**src/hdl/dda_pkg.sv**
```systemverilog
// Package of constants and types for the decrement and decimal adjust datapath
package dda_pkg;
	localparam int DDA_DATA_W = 8;
	localparam int DDA_ADDR_W = 12;
	localparam int DDA_BANK_W = 4;
	localparam int DDA_OPC_W = 16;
	// Instruction encodings
	localparam logic [15:0] DDA_DECIMAL_ADJUST_OP = 16'h0007;
	localparam logic [5:0] DDA_DECREMENT_FILE_OP = 6'h01;
	localparam int DDA_OPC_HI_POS = 10;
	localparam int DDA_D_POS = 9;
	localparam int DDA_A_POS = 8;
	// Access bank split: low half maps to bank 0, high half to the top bank
	localparam logic [7:0] DDA_ACCESS_SPLIT = 8'h80;
	localparam logic [3:0] DDA_ACCESS_HI_BANK = 4'hF;
	localparam logic [3:0] DDA_BCD_LIMIT = 4'h9;
	localparam logic [3:0] DDA_BCD_FIX = 4'h6;
	localparam logic [7:0] DDA_RESET_BYTE = 8'h00;
	localparam logic [4:0] DDA_RESET_FLAGS = 5'h00;
	// Flag positions in the status vector
	localparam int DDA_FLAG_C = 0;
	localparam int DDA_FLAG_DC = 1;
	localparam int DDA_FLAG_Z = 2;
	localparam int DDA_FLAG_OV = 3;
	localparam int DDA_FLAG_N = 4;
	typedef enum logic [1:0] {DDA_Q1, DDA_Q2, DDA_Q3, DDA_Q4} dda_phase_t;
endpackage : dda_pkg

```
**src/hdl/dda_phase_gen.sv**
```systemverilog
// Four-phase instruction cycle sequencer
`timescale 1ns/100ps
module dda_phase_gen
	import dda_pkg::*;
(
	input wire logic clk, // Core clock
	input wire logic rst_n_sync, // Synchronised reset, active low
	output dda_phase_t phase // Current phase
);
	// Free-running phase counter, wraps Q4 to Q1
	always_ff @(posedge clk or negedge rst_n_sync)
	begin
		if (!rst_n_sync)
			phase <= DDA_Q1;
		else
			case (phase)
				DDA_Q1: phase <= DDA_Q2;
				DDA_Q2: phase <= DDA_Q3;
				DDA_Q3: phase <= DDA_Q4;
				DDA_Q4: phase <= DDA_Q1;
				default: phase <= DDA_Q1;
			endcase
	end
endmodule : dda_phase_gen

```
**src/hdl/dda_core.sv**
```systemverilog
// Decrement-file and decimal-adjust datapath with four-phase instruction cycle
// One instruction every four clocks: Q1 decode, Q2 read, Q3 process, Q4 write.
// Nothing latches the instruction word, so it must stay put for all four phases.
// Strobes and the retire pulse show in the Q1 cycle after the Q4 edge.
// Reset release lags by two clocks; phases restart at Q1 after it.
`timescale 1ns/100ps
module dda_core
	import dda_pkg::*;
(
	input wire logic clk, // Core clock, 100 MHz
	input wire logic rst_b, // Asynchronous reset, active low
	input wire logic [dda_pkg::DDA_OPC_W-1:0] instr, // Instruction word, held for the cycle
	input wire logic instr_valid, // Instruction present at Q1
	input wire logic [dda_pkg::DDA_BANK_W-1:0] bank_select_reg, // Current bank select value
	input wire logic [dda_pkg::DDA_DATA_W-1:0] file_rdata, // File read data for file_addr
	input wire logic [4:0] flags_in, // Current status flags
	output logic [dda_pkg::DDA_ADDR_W-1:0] file_addr, // File register address
	output logic file_we, // File write strobe, one cycle, in the Q1 cycle after the Q4 edge
	output logic [dda_pkg::DDA_DATA_W-1:0] file_wdata, // File write data
	output logic [dda_pkg::DDA_DATA_W-1:0] wreg, // Working register
	output logic [4:0] flags_out, // Status flags after execution
	output logic flags_we, // Flag update strobe, one cycle, in the Q1 cycle after the Q4 edge
	output logic [1:0] q_phase, // Phase now: 0=Q1 .. 3=Q4
	output logic done // Instruction retired, one cycle
);
	import dda_pkg::*;

	logic rst_meta;
	logic rst_n_sync;
	dda_phase_t phase;
	logic op_dec;
	logic op_daw;
	logic dest_file;
	logic [DDA_DATA_W-1:0] operand;
	logic [DDA_DATA_W-1:0] next_result;
	logic [4:0] next_flags;
	logic [DDA_DATA_W-1:0] result;
	logic [4:0] result_flags;
	logic [DDA_ADDR_W-1:0] next_addr;
	logic retire;
	wire logic [DDA_DATA_W/4:0] daw_carry;
	wire logic [DDA_DATA_W-1:0] daw_result;

	// Reset release through two flops; assertion stays asynchronous
	always_ff @(posedge clk or negedge rst_b)
	begin
		if (!rst_b)
		begin
			rst_meta <= 1'b0;
			rst_n_sync <= 1'b0;
		end
		else
		begin
			rst_meta <= 1'b1;
			rst_n_sync <= rst_meta;
		end
	end

	dda_phase_gen u_dda_phase_gen (
		.clk(clk),
		.rst_n_sync(rst_n_sync),
		.phase(phase)
	);

	// Decode stage fields
	always_comb
	begin
		op_dec = instr_valid && (instr[DDA_OPC_W-1:DDA_OPC_HI_POS] == DDA_DECREMENT_FILE_OP);
		op_daw = instr_valid && (instr == DDA_DECIMAL_ADJUST_OP);
		dest_file = instr[DDA_D_POS];
	end

	// Operand address: access bank splits at 0x80 so both ends of memory stay reachable
	always_comb
	begin
		if (instr[DDA_A_POS])
			next_addr = {bank_select_reg, instr[7:0]};
		else if (instr[7:0] < DDA_ACCESS_SPLIT)
			next_addr = {4'h0, instr[7:0]};
		else
			next_addr = {DDA_ACCESS_HI_BANK, instr[7:0]};
	end

	// Decimal adjust, one pass per nibble; the +6 carry ripples upward as in a BCD adder
	assign daw_carry[0] = 1'b0;
	generate
		for (genvar g = 0; g < DDA_DATA_W / 4; g++)
		begin : g_nibble
			// Low nibble answers to the digit carry, high nibble to the carry
			localparam int CARRY_FLAG = (g == 0) ? DDA_FLAG_DC : DDA_FLAG_C;
			logic [4:0] raw_sum;
			logic [4:0] fixed_sum;
			assign raw_sum = {1'b0, operand[4 * g + 3 -: 4]} + {4'h0, daw_carry[g]};
			assign fixed_sum = ((raw_sum > {1'b0, DDA_BCD_LIMIT}) || flags_in[CARRY_FLAG]) ?
				raw_sum + {1'b0, DDA_BCD_FIX} : raw_sum;
			assign daw_result[4 * g + 3 -: 4] = fixed_sum[3:0];
			assign daw_carry[g + 1] = fixed_sum[4];
		end
	endgenerate

	// Arithmetic for both instructions; only one is live per cycle
	always_comb
	begin
		next_result = operand;
		next_flags = flags_in;
		if (op_dec)
		begin
			next_result = operand - 8'h01;
			// Borrow convention: C and DC clear only when a borrow occurs
			next_flags[DDA_FLAG_C] = (operand != DDA_RESET_BYTE);
			next_flags[DDA_FLAG_DC] = (operand[3:0] != 4'h0);
			next_flags[DDA_FLAG_Z] = (next_result == DDA_RESET_BYTE);
			next_flags[DDA_FLAG_N] = next_result[DDA_DATA_W-1];
			next_flags[DDA_FLAG_OV] = (operand == 8'h80);
		end
		else if (op_daw)
		begin
			next_result = daw_result;
			// Carry sticks once set, as a decimal carry out of the byte
			next_flags[DDA_FLAG_C] = daw_carry[DDA_DATA_W / 4] || flags_in[DDA_FLAG_C];
		end
	end

	// Retirement only for a recognised word at Q4; refused words write nothing
	assign retire = (phase == DDA_Q4) && (op_dec || op_daw);

	// Address latched at the Q1 edge so the read phase sees it settled
	always_ff @(posedge clk or negedge rst_n_sync)
	begin
		if (!rst_n_sync)
			file_addr <= '0;
		else if (phase == DDA_Q1)
			file_addr <= next_addr;
	end

	// Operand taken at the Q2 edge: working register for decimal adjust, file data otherwise
	always_ff @(posedge clk or negedge rst_n_sync)
	begin
		if (!rst_n_sync)
			operand <= DDA_RESET_BYTE;
		else if (phase == DDA_Q2)
			operand <= op_daw ? wreg : file_rdata;
	end

	// Result and flags parked at the Q3 edge, so the write phase drives from flops
	always_ff @(posedge clk or negedge rst_n_sync)
	begin
		if (!rst_n_sync)
		begin
			result <= DDA_RESET_BYTE;
			result_flags <= DDA_RESET_FLAGS;
		end
		else if (phase == DDA_Q3)
		begin
			result <= next_result;
			result_flags <= next_flags;
		end
	end

	// Working register takes decrement with destination 0, or the decimal adjust
	always_ff @(posedge clk or negedge rst_n_sync)
	begin
		if (!rst_n_sync)
			wreg <= DDA_RESET_BYTE;
		else if (retire && !(op_dec && dest_file))
			wreg <= result;
	end

	// File write strobe lasts one cycle; data holds between writes
	always_ff @(posedge clk or negedge rst_n_sync)
	begin
		if (!rst_n_sync)
		begin
			file_we <= 1'b0;
			file_wdata <= DDA_RESET_BYTE;
		end
		else
		begin
			file_we <= retire && op_dec && dest_file;
			if (retire && op_dec && dest_file)
				file_wdata <= result;
		end
	end

	// Flags leave on every retirement; decimal adjust passes all but carry through
	always_ff @(posedge clk or negedge rst_n_sync)
	begin
		if (!rst_n_sync)
		begin
			flags_out <= DDA_RESET_FLAGS;
			flags_we <= 1'b0;
		end
		else
		begin
			flags_we <= retire;
			if (retire)
				flags_out <= result_flags;
		end
	end

	// Retire pulse, one cycle, single instruction cycle total
	always_ff @(posedge clk or negedge rst_n_sync)
	begin
		if (!rst_n_sync)
			done <= 1'b0;
		else
			done <= retire;
	end

	// Phase shown outside for the surrounding core
	always_ff @(posedge clk or negedge rst_n_sync)
	begin
		if (!rst_n_sync)
			q_phase <= 2'h0;
		else
			q_phase <= phase + 2'h1;
	end
endmodule : dda_core

```
**config.mk**
```make
export PLATFORM = sky130hd
export DESIGN_NAME = dda_core
export DESIGN_NICKNAME = d
export VERILOG_FILES = /design/src/hdl/dda_pkg.sv /design/src/hdl/dda_phase_gen.sv /design/src/hdl/dda_core.sv
export SDC_FILE = /design/constraint.sdc
export NUM_CORES = 1
export LEC_CHECK = 0
export ABC_AREA = 1
export ABC_CLOCK_PERIOD_IN_PS = 3400
export BUFFER_PORTS_ARGS = -buffer_cell sky130_fd_sc_hd__buf_2
export CAP_MARGIN = 20
export CORE_AREA = 5 5 104 106
export CTS_CLUSTER_DIAMETER = 100
export DETAILED_ROUTE_END_ITERATION = 10
export DIE_AREA = 0 0 109 111
export GPL_TIMING_DRIVEN = 0
export HOLD_SLACK_MARGIN = 0.06
export PLACE_DENSITY = 0.52
export SKIP_CTS_REPAIR_TIMING = 1
export SLEW_MARGIN = 5
export SYNTH_ARGS = -nofsm -noshare
export SYNTH_HDL_FRONTEND = slang
export SYNTH_SLANG_ARGS = --single-unit
export TNS_END_PERCENT = 100
```
**constraint.sdc**
```tcl
create_clock -name clk -period 3.4 [get_ports clk]
set_input_delay 0.68 -clock clk [delete_from_list [all_inputs] [get_ports clk]]
set_output_delay 0.68 -clock clk [all_outputs]
set_load 0.005 [all_outputs]
```
==> key figures, run 1 <==
Outcome
  – Status: completed

Detailed routing
  – Max layer used: met4
  – Met1 WL: 4111 microns
  – WL met3: 455 microns
  – Post-DR wirelength/cell: 13.01 microns
  – Routed met2 length: 3897 microns
  – Via total after detailed routing: 2965
  – Iter 0 DRT Violations: 128
  – Vias per cell: 4.492
  – Detailed Route WL: 8589 microns
  – Final ANT Viol Nets: 0
  – # DRC: 0
  – DRT Pass-1 Iters: 4

Timing
  – # setup viols final: 0
  – Worst slew margin: 58.25%
  – Fin. max-slew vios: 0
  – Crit path time final: 2.963 ns
  – Peak Freq: 0.3374 GHz
  – Worst-case clock skew: 0.01274 ns
  – Worst hold slack: 0.09761 ns
  – Final worst path period share: 87.16%
  – RSZ-0062 raised after global routing: no
  – Final hold viol count: 0
  – Setup_tns: 0 ns
  – Measured slew at the worst slew-check pin: 0.6263 ns

Synth
  – #FFs+latches synth: 61
  – Sequential share of the synthesized area: 45.47%
  – Yosys top cell by area: dfrtp_1
  – Asr flop ratio synth: 100.0%
  – Synth Cell Area: 3357 sq um
  – Netlist cell types: 34
  – Synthesized area per cell: 7.682 sq um
  – Syn Inst Count: 437
  – Syn_nets: 486
  – Post-synth EDFFs: 0
  – Top cells by area, synth: dfrtp_1 45%, nand2_1 16%, inv_1 5.1%
  – Top cell type's share of synthesized area: 45.47%
  – Synth warnings: 0
  – Top FF cell, synth: dfrtp_1

Worst setup path
  – CP Max Fanout: 7
  – CP Capture Point: result[6]
  – Crit. Startpoint: operand[1]
  – Worst flop-to-flop path startpoint: operand[1]
  – CP Class: reg -> reg
  – Flop-to-flop setup slack: 0.44 ns
  – Worst Path Required: 3.63 ns
  – Reg2reg end: result[6]
  – Worst setup SP type: flip-flop
  – Worst reg2reg path depth: 17
  – Critical Path AT: 3.19 ns
  – Critical Path End Type: flip-flop

Power and ir drop
  – Maximum vdd drop: 0.1722 mV
  – Leak pwr: 2.214 nW
  – Overall Power: 1.608 mW
  – PwrDens: 391.1 nW/um^2

Final layout
  – Antenna Cells: 0
  – Fillers: 1002
  – Layout overhead on the synthesized area: 22.47%
  – Share of post-route cells with drive strength above 1: 24.10%
  – Final net count: 571
  – Finished Cell Area: 4111 sq um
  – Commonest non-fill, non-tap cells in the layout: 147 x nand2_1, 76 x buf_2, 60 x dfrtp_1, 46 x inv_1, 46 x nor2_1
  – Most common cell after layout, fill and taps aside: nand2_1

Global routing
  – Vias in the first global route: 2934
  – Gr ovfl total: 0
  – Gr usage total: 14.96%
  – Largest net degree at the start of global routing: 34
  – Global-route wire length before repair: 14340 microns
  – Initial antenna violation count: 0

Worst hold path
  – Worst hold-check path type: in -> async

Clock tree
  – CTS root buf: clkbuf_8
  – CTS tree: yes
  – CTS sink cnt: 61
  – Maximum clock path buffer count: 2
  – CTS buffer count: 9
  – CTS clk-pin slew, worst paths: 0.08 ns
  – Htree depth: 3
  – Clk_lat worst skew: 0.35 ns

Placed design
  – Port Buffers: 73
  – DP Area: 3910 sq um
  – Gpl congestion: 0.8931
  – Post-DP HPWL: 6713 microns

Die
  – Core Region: 9684 sq um
  – Initial Util: 34.66%
  – I/O pins: 74
  – Die width: 109 microns
  – Full die area: 12100 sq um
  – Number of core rows: 36
  – Die H: 111 microns

Flow run
  – Max Cap Violations: 0
[cell families (layout without fill, tap and decap cells)]
kind of cell / Yosys count / count (layout) / share of synthesized area, %
compound gates: 57 / 57 / 9.952
xor+xnor: 1 / 1 / 0.2609
other cells: 1 / 1 / 0.1117
flops: 61 / 61 / 45.47
buf+inv: 65 / 155 / 8.274
simple gates: 239 / 239 / 31.09
fa+ha+maj: 13 / 13 / 4.845
[state kept, by name (all words and copies together), names as in the netlist, 2 cells and up]
register	cells
result	8
flags_out	5
result_flags	5
file_addr	12
file_wdata	8
q_phase	2
wreg	8
operand	8
[cells in the mapped netlist (5+ instances only)]
master and number:
nand2_1 147, dfrtp_1 61, inv_1 46, nor2_1 46
nand3_1 20, o21ai_0 17, ha_1 13, a21oi_1 12
a31oi_1 8, nand4_1 8, o21ai_1 8, o21ai_2 8
nor2_4 5
[layer usage]
| metal | up-vias | global-route usage (%) |
|---|---|---|
| met3 | 12 | 3.203 |
| li1 | 1549 | - |
| met2 | 82 | 23.59 |
| met1 | 1322 | 20.26 |
| met4 | 0 | 4.798 |
| met5 | - | 0 |
[power by group]
group          leakage (nW)  internal [mW]  total (mW)  switching, mW
Clock                 0.101          0.345       0.658          0.313
Sequential            0.767          0.756       0.783         0.0272
Combinational          1.35         0.0680       0.167         0.0990
Total                  2.21           1.17        1.61          0.439
[through the flow]
stage	util [%]	instances	setup WS, ns
floorplan	-	437	0.9391
global placement	40.16	643	0.4777
detailed placement	40.37	644	0.4307
CTS	42.45	660	0.4024
global route	42.45	660	0.08740
finish	42.45	660	0.4366
[final cells by class]
class / count / area (sq um) / area share (%)
multi-input cells: 311 / 1553 / 37.77
flip-flops and latches: 61 / 1528 / 37.16
repair buffers: 74 / 385.4 / 9.373
inverters: 51 / 191.4 / 4.656
well taps: 133 / 166.4 / 4.047
clock buffers: 10 / 127.6 / 3.104
plain buffers: 14 / 86.33 / 2.100
clock inverters: 6 / 73.82 / 1.795
[worst min path at each step]
stage | end | slack (ns) | cells past startpoint
CTS | rst_n_sync | 0.08 | 1
floorplan | rst_n_sync | 0.33 | 0
detailed placement | q_phase[1] | 0.31 | 0
global placement | rst_n_sync | 0.34 | 0
finish | rst_n_sync | 0.1 | 1
global route | rst_n_sync | 0.07 | 1
[critical path, cell delays in order (launching register included)]
cell and delay (ns):
dfrtp_1 0.40, inv_1 0.15, ha_1 0.30, nand2_1 0.11, nand3_1 0.09, nand2_1 0.14
inv_1 0.08, a211oi_1 0.24, ha_1 0.27, ha_1 0.25, inv_1 0.12, nand3_1 0.11
nand2_1 0.20, nand2_1 0.08, nand2_1 0.07, a21oi_1 0.06, nor2_1 0.14, nor2_1 0.06
Note: power is estimated with default switching activity, not from simulation.
==> run 2: changes to the inputs <==
Settings changed: CAP_MARGIN 20 to 10, CELL_PAD_IN_SITES_DETAIL_PLACEMENT set to 0, CELL_PAD_IN_SITES_GLOBAL_PLACEMENT set to 1, PLACE_DENSITY 0.52 to 0.69.
==> run 2 against run 1 <==
- cell count is 0.15% lower
- sequential share of layout area is 0.21 points higher
- register-to-register slack better by 0.02 ns
- sequential power is 1% higher
- critical path type unchanged
- critical endpoint is now result[5]
- highest routed layer unchanged
==> key figures, run 2 (synthesis gave the netlist of run 1 again) <==
Clock tree
  – CTS buffer count: 9 (unchanged)
  – Clk_lat worst skew: 0.34 ns (was 0.35 ns)
  – CTS sink cnt: 61 (unchanged)
  – CTS clk-pin slew, worst paths: 0.07 ns (was 0.08 ns)
  – Maximum clock path buffer count: 2 (unchanged)
  – Htree depth: 3 (unchanged)
  – CTS root buf: clkbuf_8 (unchanged)
  – CTS tree: yes (unchanged)

Die
  – Initial Util: 34.66% (unchanged)
  – Number of core rows: 36 (unchanged)
  – Die H: 111 microns (unchanged)
  – Core Region: 9684 sq um (unchanged)
  – Die width: 109 microns (unchanged)
  – Full die area: 12100 sq um (unchanged)
  – I/O pins: 74 (unchanged)

Timing
  – Setup_tns: 0 ns (unchanged)
  – Measured slew at the worst slew-check pin: 0.7613 ns (was 0.6263 ns)
  – Peak Freq: 0.3397 GHz (was 0.3374 GHz)
  – # setup viols final: 0 (unchanged)
  – Worst hold slack: 0.1076 ns (was 0.09761 ns)
  – Crit path time final: 2.944 ns (was 2.963 ns)
  – Final worst path period share: 86.58% (was 87.16%)
  – Worst-case clock skew: 0.01379 ns (was 0.01274 ns)
  – Fin. max-slew vios: 0 (unchanged)
  – Fin worst setup slack: 0.4564 ns (was 0.4366 ns)
  – Worst slew margin: 49.24% (was 58.25%)
  – RSZ-0062 raised after global routing: no (unchanged)
  – Final hold viol count: 0 (unchanged)

Global routing
  – Global-route wire length before repair: 14880 microns (was 14340 microns)
  – Gr usage total: 15.50% (was 14.96%)
  – Largest net degree at the start of global routing: 60 (was 34)
  – Initial antenna violation count: 0 (unchanged)
  – Vias in the first global route: 2989 (was 2934)
  – Gr ovfl total: 0 (unchanged)

Worst setup path
  – Critical Path AT: 3.16 ns (was 3.19 ns)
  – CP delay by family, top: simple AND/OR/NAND/NOR gates (unchanged)
  – Worst path slowest cell: dfrtp_1 (unchanged)
  – CP Class: reg -> reg (unchanged)
  – Worst Path Required: 3.62 ns (was 3.63 ns)
  – Crit path top cell by count: nand2_1 (unchanged)
  – Critical-path cell list: inv_1 > ha_1 > nand2_1 > nand3_1 > nand2_1 > inv_1 > a211oi_1 > ha_1 > ha_1 > inv_1 > nand3_1 > nand2_1 > nand3_1 > nand2_1 > nor2_1 > nor2_1 > nor2_1 (was inv_1 > ha_1 > nand2_1 > nand3_1 > nand2_1 > inv_1 > a211oi_1 > ha_1 > ha_1 > inv_1 > nand3_1 > nand2_1 > nand2_1 > nand2_1 > a21oi_1 > nor2_1 > nor2_1)
  – WP buf/inv: 3 (unchanged)
  – Worst setup SP type: flip-flop (unchanged)
  – CP max stage delay: 0.40 ns (about the same)
  – CP Max Fanout: 7 (unchanged)
  – Critical Path End Type: flip-flop (unchanged)

Placed design
  – DP Area: 3892 sq um (was 3910 sq um)
  – Port Buffers: 73 (unchanged)
  – Pre-CTS setup slack: 0.4596 ns (was 0.4307 ns)
  – Gpl congestion: 0.8016 (was 0.8931)
  – Placed Cells: 643 (was 644)
  – Post-DP HPWL: 6960 microns (was 6713 microns)

Final layout
  – Fin cells: 659 (was 660)
  – Share of post-route cells with drive strength above 1: 23.95% (was 24.10%)
  – Finished Cell Area: 4095 sq um (was 4111 sq um)
  – Post-layout util: 42.29% (was 42.45%)
  – Biggest register: file_addr (unchanged)
  – Layout overhead on the synthesized area: 21.99% (was 22.47%)
  – Antenna Cells: 0 (unchanged)
  – Commonest non-fill, non-tap cells in the layout: 147 x nand2_1, 76 x buf_2, 60 x dfrtp_1, 46 x inv_1, 46 x nor2_1 (unchanged)
  – Most common cell after layout, fill and taps aside: nand2_1 (unchanged)
  – Final net count: 570 (was 571)
  – Number of flip-flops in the largest register: 12 (unchanged)

Worst hold path
  – Worst hold-check path type: in -> async (unchanged)

Detailed routing
  – DRT Pass-1 Iters: 4 (unchanged)
  – Via total after detailed routing: 2975 (was 2965)
  – Final ANT Viol Nets: 0 (unchanged)
  – Post-DR wirelength/cell: 13.27 microns (was 13.01 microns)
  – # DRC: 0 (unchanged)
  – Detailed Route WL: 8748 microns (was 8589 microns)
  – Vias per cell: 4.514 (was 4.492)
  – Iter 0 DRT Violations: 101 (was 128)

Outcome
  – Status: completed (unchanged)

Power and ir drop
  – PwrDens: 390.5 nW/um^2 (was 391.1 nW/um^2)
  – Overall Power: 1.599 mW (was 1.608 mW)
  – Maximum vdd drop: 0.2062 mV (was 0.1722 mV)
  – Leak pwr: 2.206 nW (was 2.214 nW)

Flow run
  – Max Cap Violations: 0 (unchanged)
==> run 2: power breakdown <==
group	internal (mW)	switching (mW)	total, mW
Combinational	0.0655	0.0935	0.159
Sequential	0.757	0.0346	0.791
Clock	0.376	0.272	0.649
==> run 2: layout make-up <==
class | count | area (sq um)
Tap cell | 133 | 166.4
Clock inverter | 4 | 47.55
Buffer | 14 | 86.33
Inverter | 51 | 191.4
Timing Repair Buffer | 73 | 365.4
Clock buffer | 12 | 155.1
Multi-Input combinational cell | 311 | 1553
Fill cell | 1025 | 5589
Sequential cell | 61 | 1530
==> run 2: routing by layer <==
layer	vias to the layer above	wire length, microns	global-route usage (%)	part of all wire, %
li1	1550	-	-	-
met1	1372	4344	21.61	50
met2	42	4054	24.32	46
met3	11	244	2.504	2.8
met4	0	104	5.051	1.2
met5	-	0	0	0
==> run 2: worst paths after layout <==
kind                             from          to  slack (ns)  depth (start not counted)
min in group clk             rst_meta  rst_n_sync        0.35                          0
min reg2reg                  rst_meta  rst_n_sync        0.35                          0
min                             rst_b  rst_n_sync        0.11                          1
max in group asynchronous  rst_n_sync  operand[0]        2.48                          0
max reg2reg                operand[1]   result[5]        0.46                         17
max                        operand[1]   result[5]        0.46                         17
==> run 2: worst reg2reg max path, delay by kind of cell (launching register included) <==
family / cells / cell delay [ns]
and+or+nand+nor: 10 / 1.06
adders and majority gates: 3 / 0.79
DFF: 1 / 0.40
buffers and inverters: 3 / 0.34
AOI/OAI and AO/OA: 1 / 0.26
==> run 3: changes to the inputs <==
Settings changed: CORE_AREA 5 5 104 106 to 5 5 96 98, DIE_AREA 0 0 109 111 to 0 0 101 103, PLACE_DENSITY 0.69 to 0.8.
==> run 3 against run 2 <==
- cell count down 3.5%
- clock skew fell by 0.0015 ns
- non-clock buffer count is 2 higher
- design area increased by 1.3%
- register-to-register slack got worse by 0.05 ns
- worst setup slack worse by 0.053 ns
- via count up 2.8%
- clock power grew 16%
- wire length fell by 1.4%
- first-iteration DRC count up 7.9%
==> key figures, run 3 (synthesis gave the netlist of run 1 again) <==
Detailed routing
  – Detailed Route WL: 8625 microns (was 8748 microns)
  – Met1 WL: 4054 microns (was 4344 microns)
  – Post-DR wirelength/cell: 13.56 microns (was 13.27 microns)
  – Iter 0 DRT Violations: 109 (was 101)
  – Routed met2 length: 4080 microns (was 4054 microns)
  – WL met3: 363 microns (was 244 microns)
  – Final ANT Viol Nets: 0 (unchanged)
  – DRT Pass-1 Iters: 4 (unchanged)
  – Max layer used: met4 (unchanged)
  – Vias per cell: 4.808 (was 4.514)
  – # DRC: 0 (unchanged)
  – Via total after detailed routing: 3058 (was 2975)

Global routing
  – Gr ovfl total: 0 (unchanged)
  – Largest net degree at the start of global routing: 22 (was 60)
  – Global-route wire length before repair: 14510 microns (was 14880 microns)
  – Initial antenna violation count: 0 (unchanged)
  – Gr usage total: 18.05% (was 15.50%)
  – Vias in the first global route: 2929 (was 2989)

Final layout
  – Biggest register: file_addr (unchanged)
  – Final net count: 572 (was 570)
  – Antenna Cells: 0 (unchanged)
  – Share of post-route cells with drive strength above 1: 24.43% (was 23.95%)
  – Number of flip-flops in the largest register: 12 (unchanged)
  – Layout overhead on the synthesized area: 23.56% (was 21.99%)
  – Fillers: 824 (was 1025)
  – Commonest non-fill, non-tap cells in the layout: 147 x nand2_1, 76 x buf_2, 60 x dfrtp_1, 46 x inv_1, 46 x nor2_1 (unchanged)
  – Most common cell after layout, fill and taps aside: nand2_1 (unchanged)

Timing
  – Peak Freq: 0.3337 GHz (was 0.3397 GHz)
  – Final hold viol count: 0 (unchanged)
  – # setup viols final: 0 (unchanged)
  – Setup_tns: 0 ns (unchanged)
  – Worst-case clock skew: 0.01227 ns (was 0.01379 ns)
  – Final worst path period share: 88.13% (was 86.58%)
  – Fin. max-slew vios: 0 (unchanged)
  – Crit path time final: 2.996 ns (was 2.944 ns)
  – RSZ-0062 raised after global routing: no (unchanged)
  – Worst hold slack: 0.1068 ns (was 0.1076 ns)

Worst setup path
  – Worst setup SP type: flip-flop (unchanged)
  – Flop-to-flop setup slack: 0.40 ns (was 0.46 ns)
  – Worst flop-to-flop path startpoint: operand[1] (unchanged)
  – Critical Path AT: 3.23 ns (was 3.16 ns)
  – CP delay by family, top: simple AND/OR/NAND/NOR gates (unchanged)
  – Critical Path End Type: flip-flop (unchanged)
  – WP buf/inv: 3 (unchanged)
  – Crit path top cell by count: nand2_1 (unchanged)
  – Critical-path cell list: inv_1 > ha_1 > nand2_1 > nand3_1 > nand2_1 > inv_1 > a211oi_1 > ha_1 > ha_1 > inv_1 > nand3_1 > nand2_1 > nand3_1 > nand2_1 > nor2_1 > nor2_1 > nor2_1 (unchanged)
  – Worst reg2reg path depth: 17 (unchanged)
  – Worst path slowest cell: dfrtp_1 (unchanged)
  – Worst Path Required: 3.63 ns (was 3.62 ns)
  – CP max stage delay: 0.39 ns (was 0.40 ns)
  – Reg2reg end: result[5] (unchanged)
  – CP Max Fanout: 7 (unchanged)
  – CP Class: reg -> reg (unchanged)

Die
  – Die H: 103 microns (was 111 microns)
  – Full die area: 10400 sq um (was 12100 sq um)
  – I/O pins: 74 (unchanged)
  – Core Region: 8381 sq um (was 9684 sq um)
  – Initial Util: 40.06% (was 34.66%)
  – Number of core rows: 34 (was 36)
  – Die width: 101 microns (was 109 microns)

Clock tree
  – Maximum clock path buffer count: 2 (unchanged)
  – CTS tree: yes (unchanged)
  – CTS sink cnt: 61 (unchanged)
  – Htree depth: 3 (unchanged)
  – CTS clk-pin slew, worst paths: 0.07 ns (about the same)
  – Clk_lat worst skew: 0.35 ns (was 0.34 ns)
  – CTS buffer count: 9 (unchanged)
  – CTS root buf: clkbuf_8 (unchanged)

Power and ir drop
  – PwrDens: 411.8 nW/um^2 (was 390.5 nW/um^2)
  – Maximum vdd drop: 0.2876 mV (was 0.2062 mV)
  – Leak pwr: 2.248 nW (was 2.206 nW)

Outcome
  – Status: completed (unchanged)

Placed design
  – Gpl congestion: 0.9061 (was 0.8016)
  – Post-DP HPWL: 6857 microns (was 6960 microns)
  – Port Buffers: 73 (unchanged)

Worst hold path
  – Worst hold-check path type: in -> async (unchanged)

Flow run
  – Max Cap Violations: 0 (unchanged)
## run 3: cell types whose count changed in the layout (fill, tap and decap cells not counted)
| cell | delta |
|---|---|
| dfrtp_4 | -1 |
| clkbuf_1 | -1 |
| dfrtp_2 | +1 |
| clkinv_4 | +2 |
| clkinvlp_4 | -1 |
| buf_16 | +2 |
| clkinv_2 | -1 |
| bufinv_16 | +1 |
## run 3: area by class of cell
cell class	instances	area, sq um	share of cell area, %
tap	108	135.1	3.258
sequential	61	1528	36.83
clock buffer	11	151.4	3.650
timing repair buffer	75	420.4	10.14
multi-input combinational	311	1553	37.44
inverter	51	191.4	4.615
clock inverter	5	82.58	1.991
buffer	14	86.33	2.081
## run 3: how the worst max path moves through the flow
stage / slack (ns) / cells past startpoint / to / startpoint
2_1_floorplan: 0.94 / 18 / result[6] / operand[1]
3_3_place_gp: 0.48 / 17 / result[5] / operand[1]
3_5_place_dp: 0.44 / 17 / result[5] / operand[1]
4_1_cts: 0.43 / 17 / result[5] / operand[1]
5_1_grt: 0.12 / 17 / result[5] / operand[1]
6_report: 0.40 / 17 / result[5] / operand[1]
## run 3: worst register-to-register path, stage by stage, from the launching register on
cell	delay, ns
dfrtp_1	0.39
inv_1	0.14
ha_1	0.31
nand2_1	0.12
nand3_1	0.09
nand2_1	0.15
inv_1	0.09
a211oi_1	0.27
ha_1	0.26
ha_1	0.24
inv_1	0.12
nand3_1	0.12
nand2_1	0.21
nand3_1	0.11
nand2_1	0.07
nor2_1	0.04
nor2_1	0.13
nor2_1	0.05
## run 3: metal layers
layer	vias up	global-route usage [%]
met2	66	29.27
met3	11	4.263
met1	1422	23.73
li1	1559	-
met4	0	6.339
met5	-	0
## run 3: stage by stage
step	std cells	worst slack [ns]	power, mW	cell area (sq um)	util (%)
floorplan	437	0.9391	0.8902	3357	-
global placement	618	0.4849	0.9616	3857	46.03
detailed placement	620	0.4423	0.9728	3914	46.70
CTS	636	0.4257	1.733	4148	49.49
global route	636	0.1193	1.798	4148	49.49
finish	636	0.4036	1.708	4148	49.49
## run 3: report_power, final
group	switching, mW	leakage (nW)	internal (mW)
sequential	0.0255	0.767	0.757
clock	0.296	0.120	0.454
combinational	0.104	1.36	0.0720
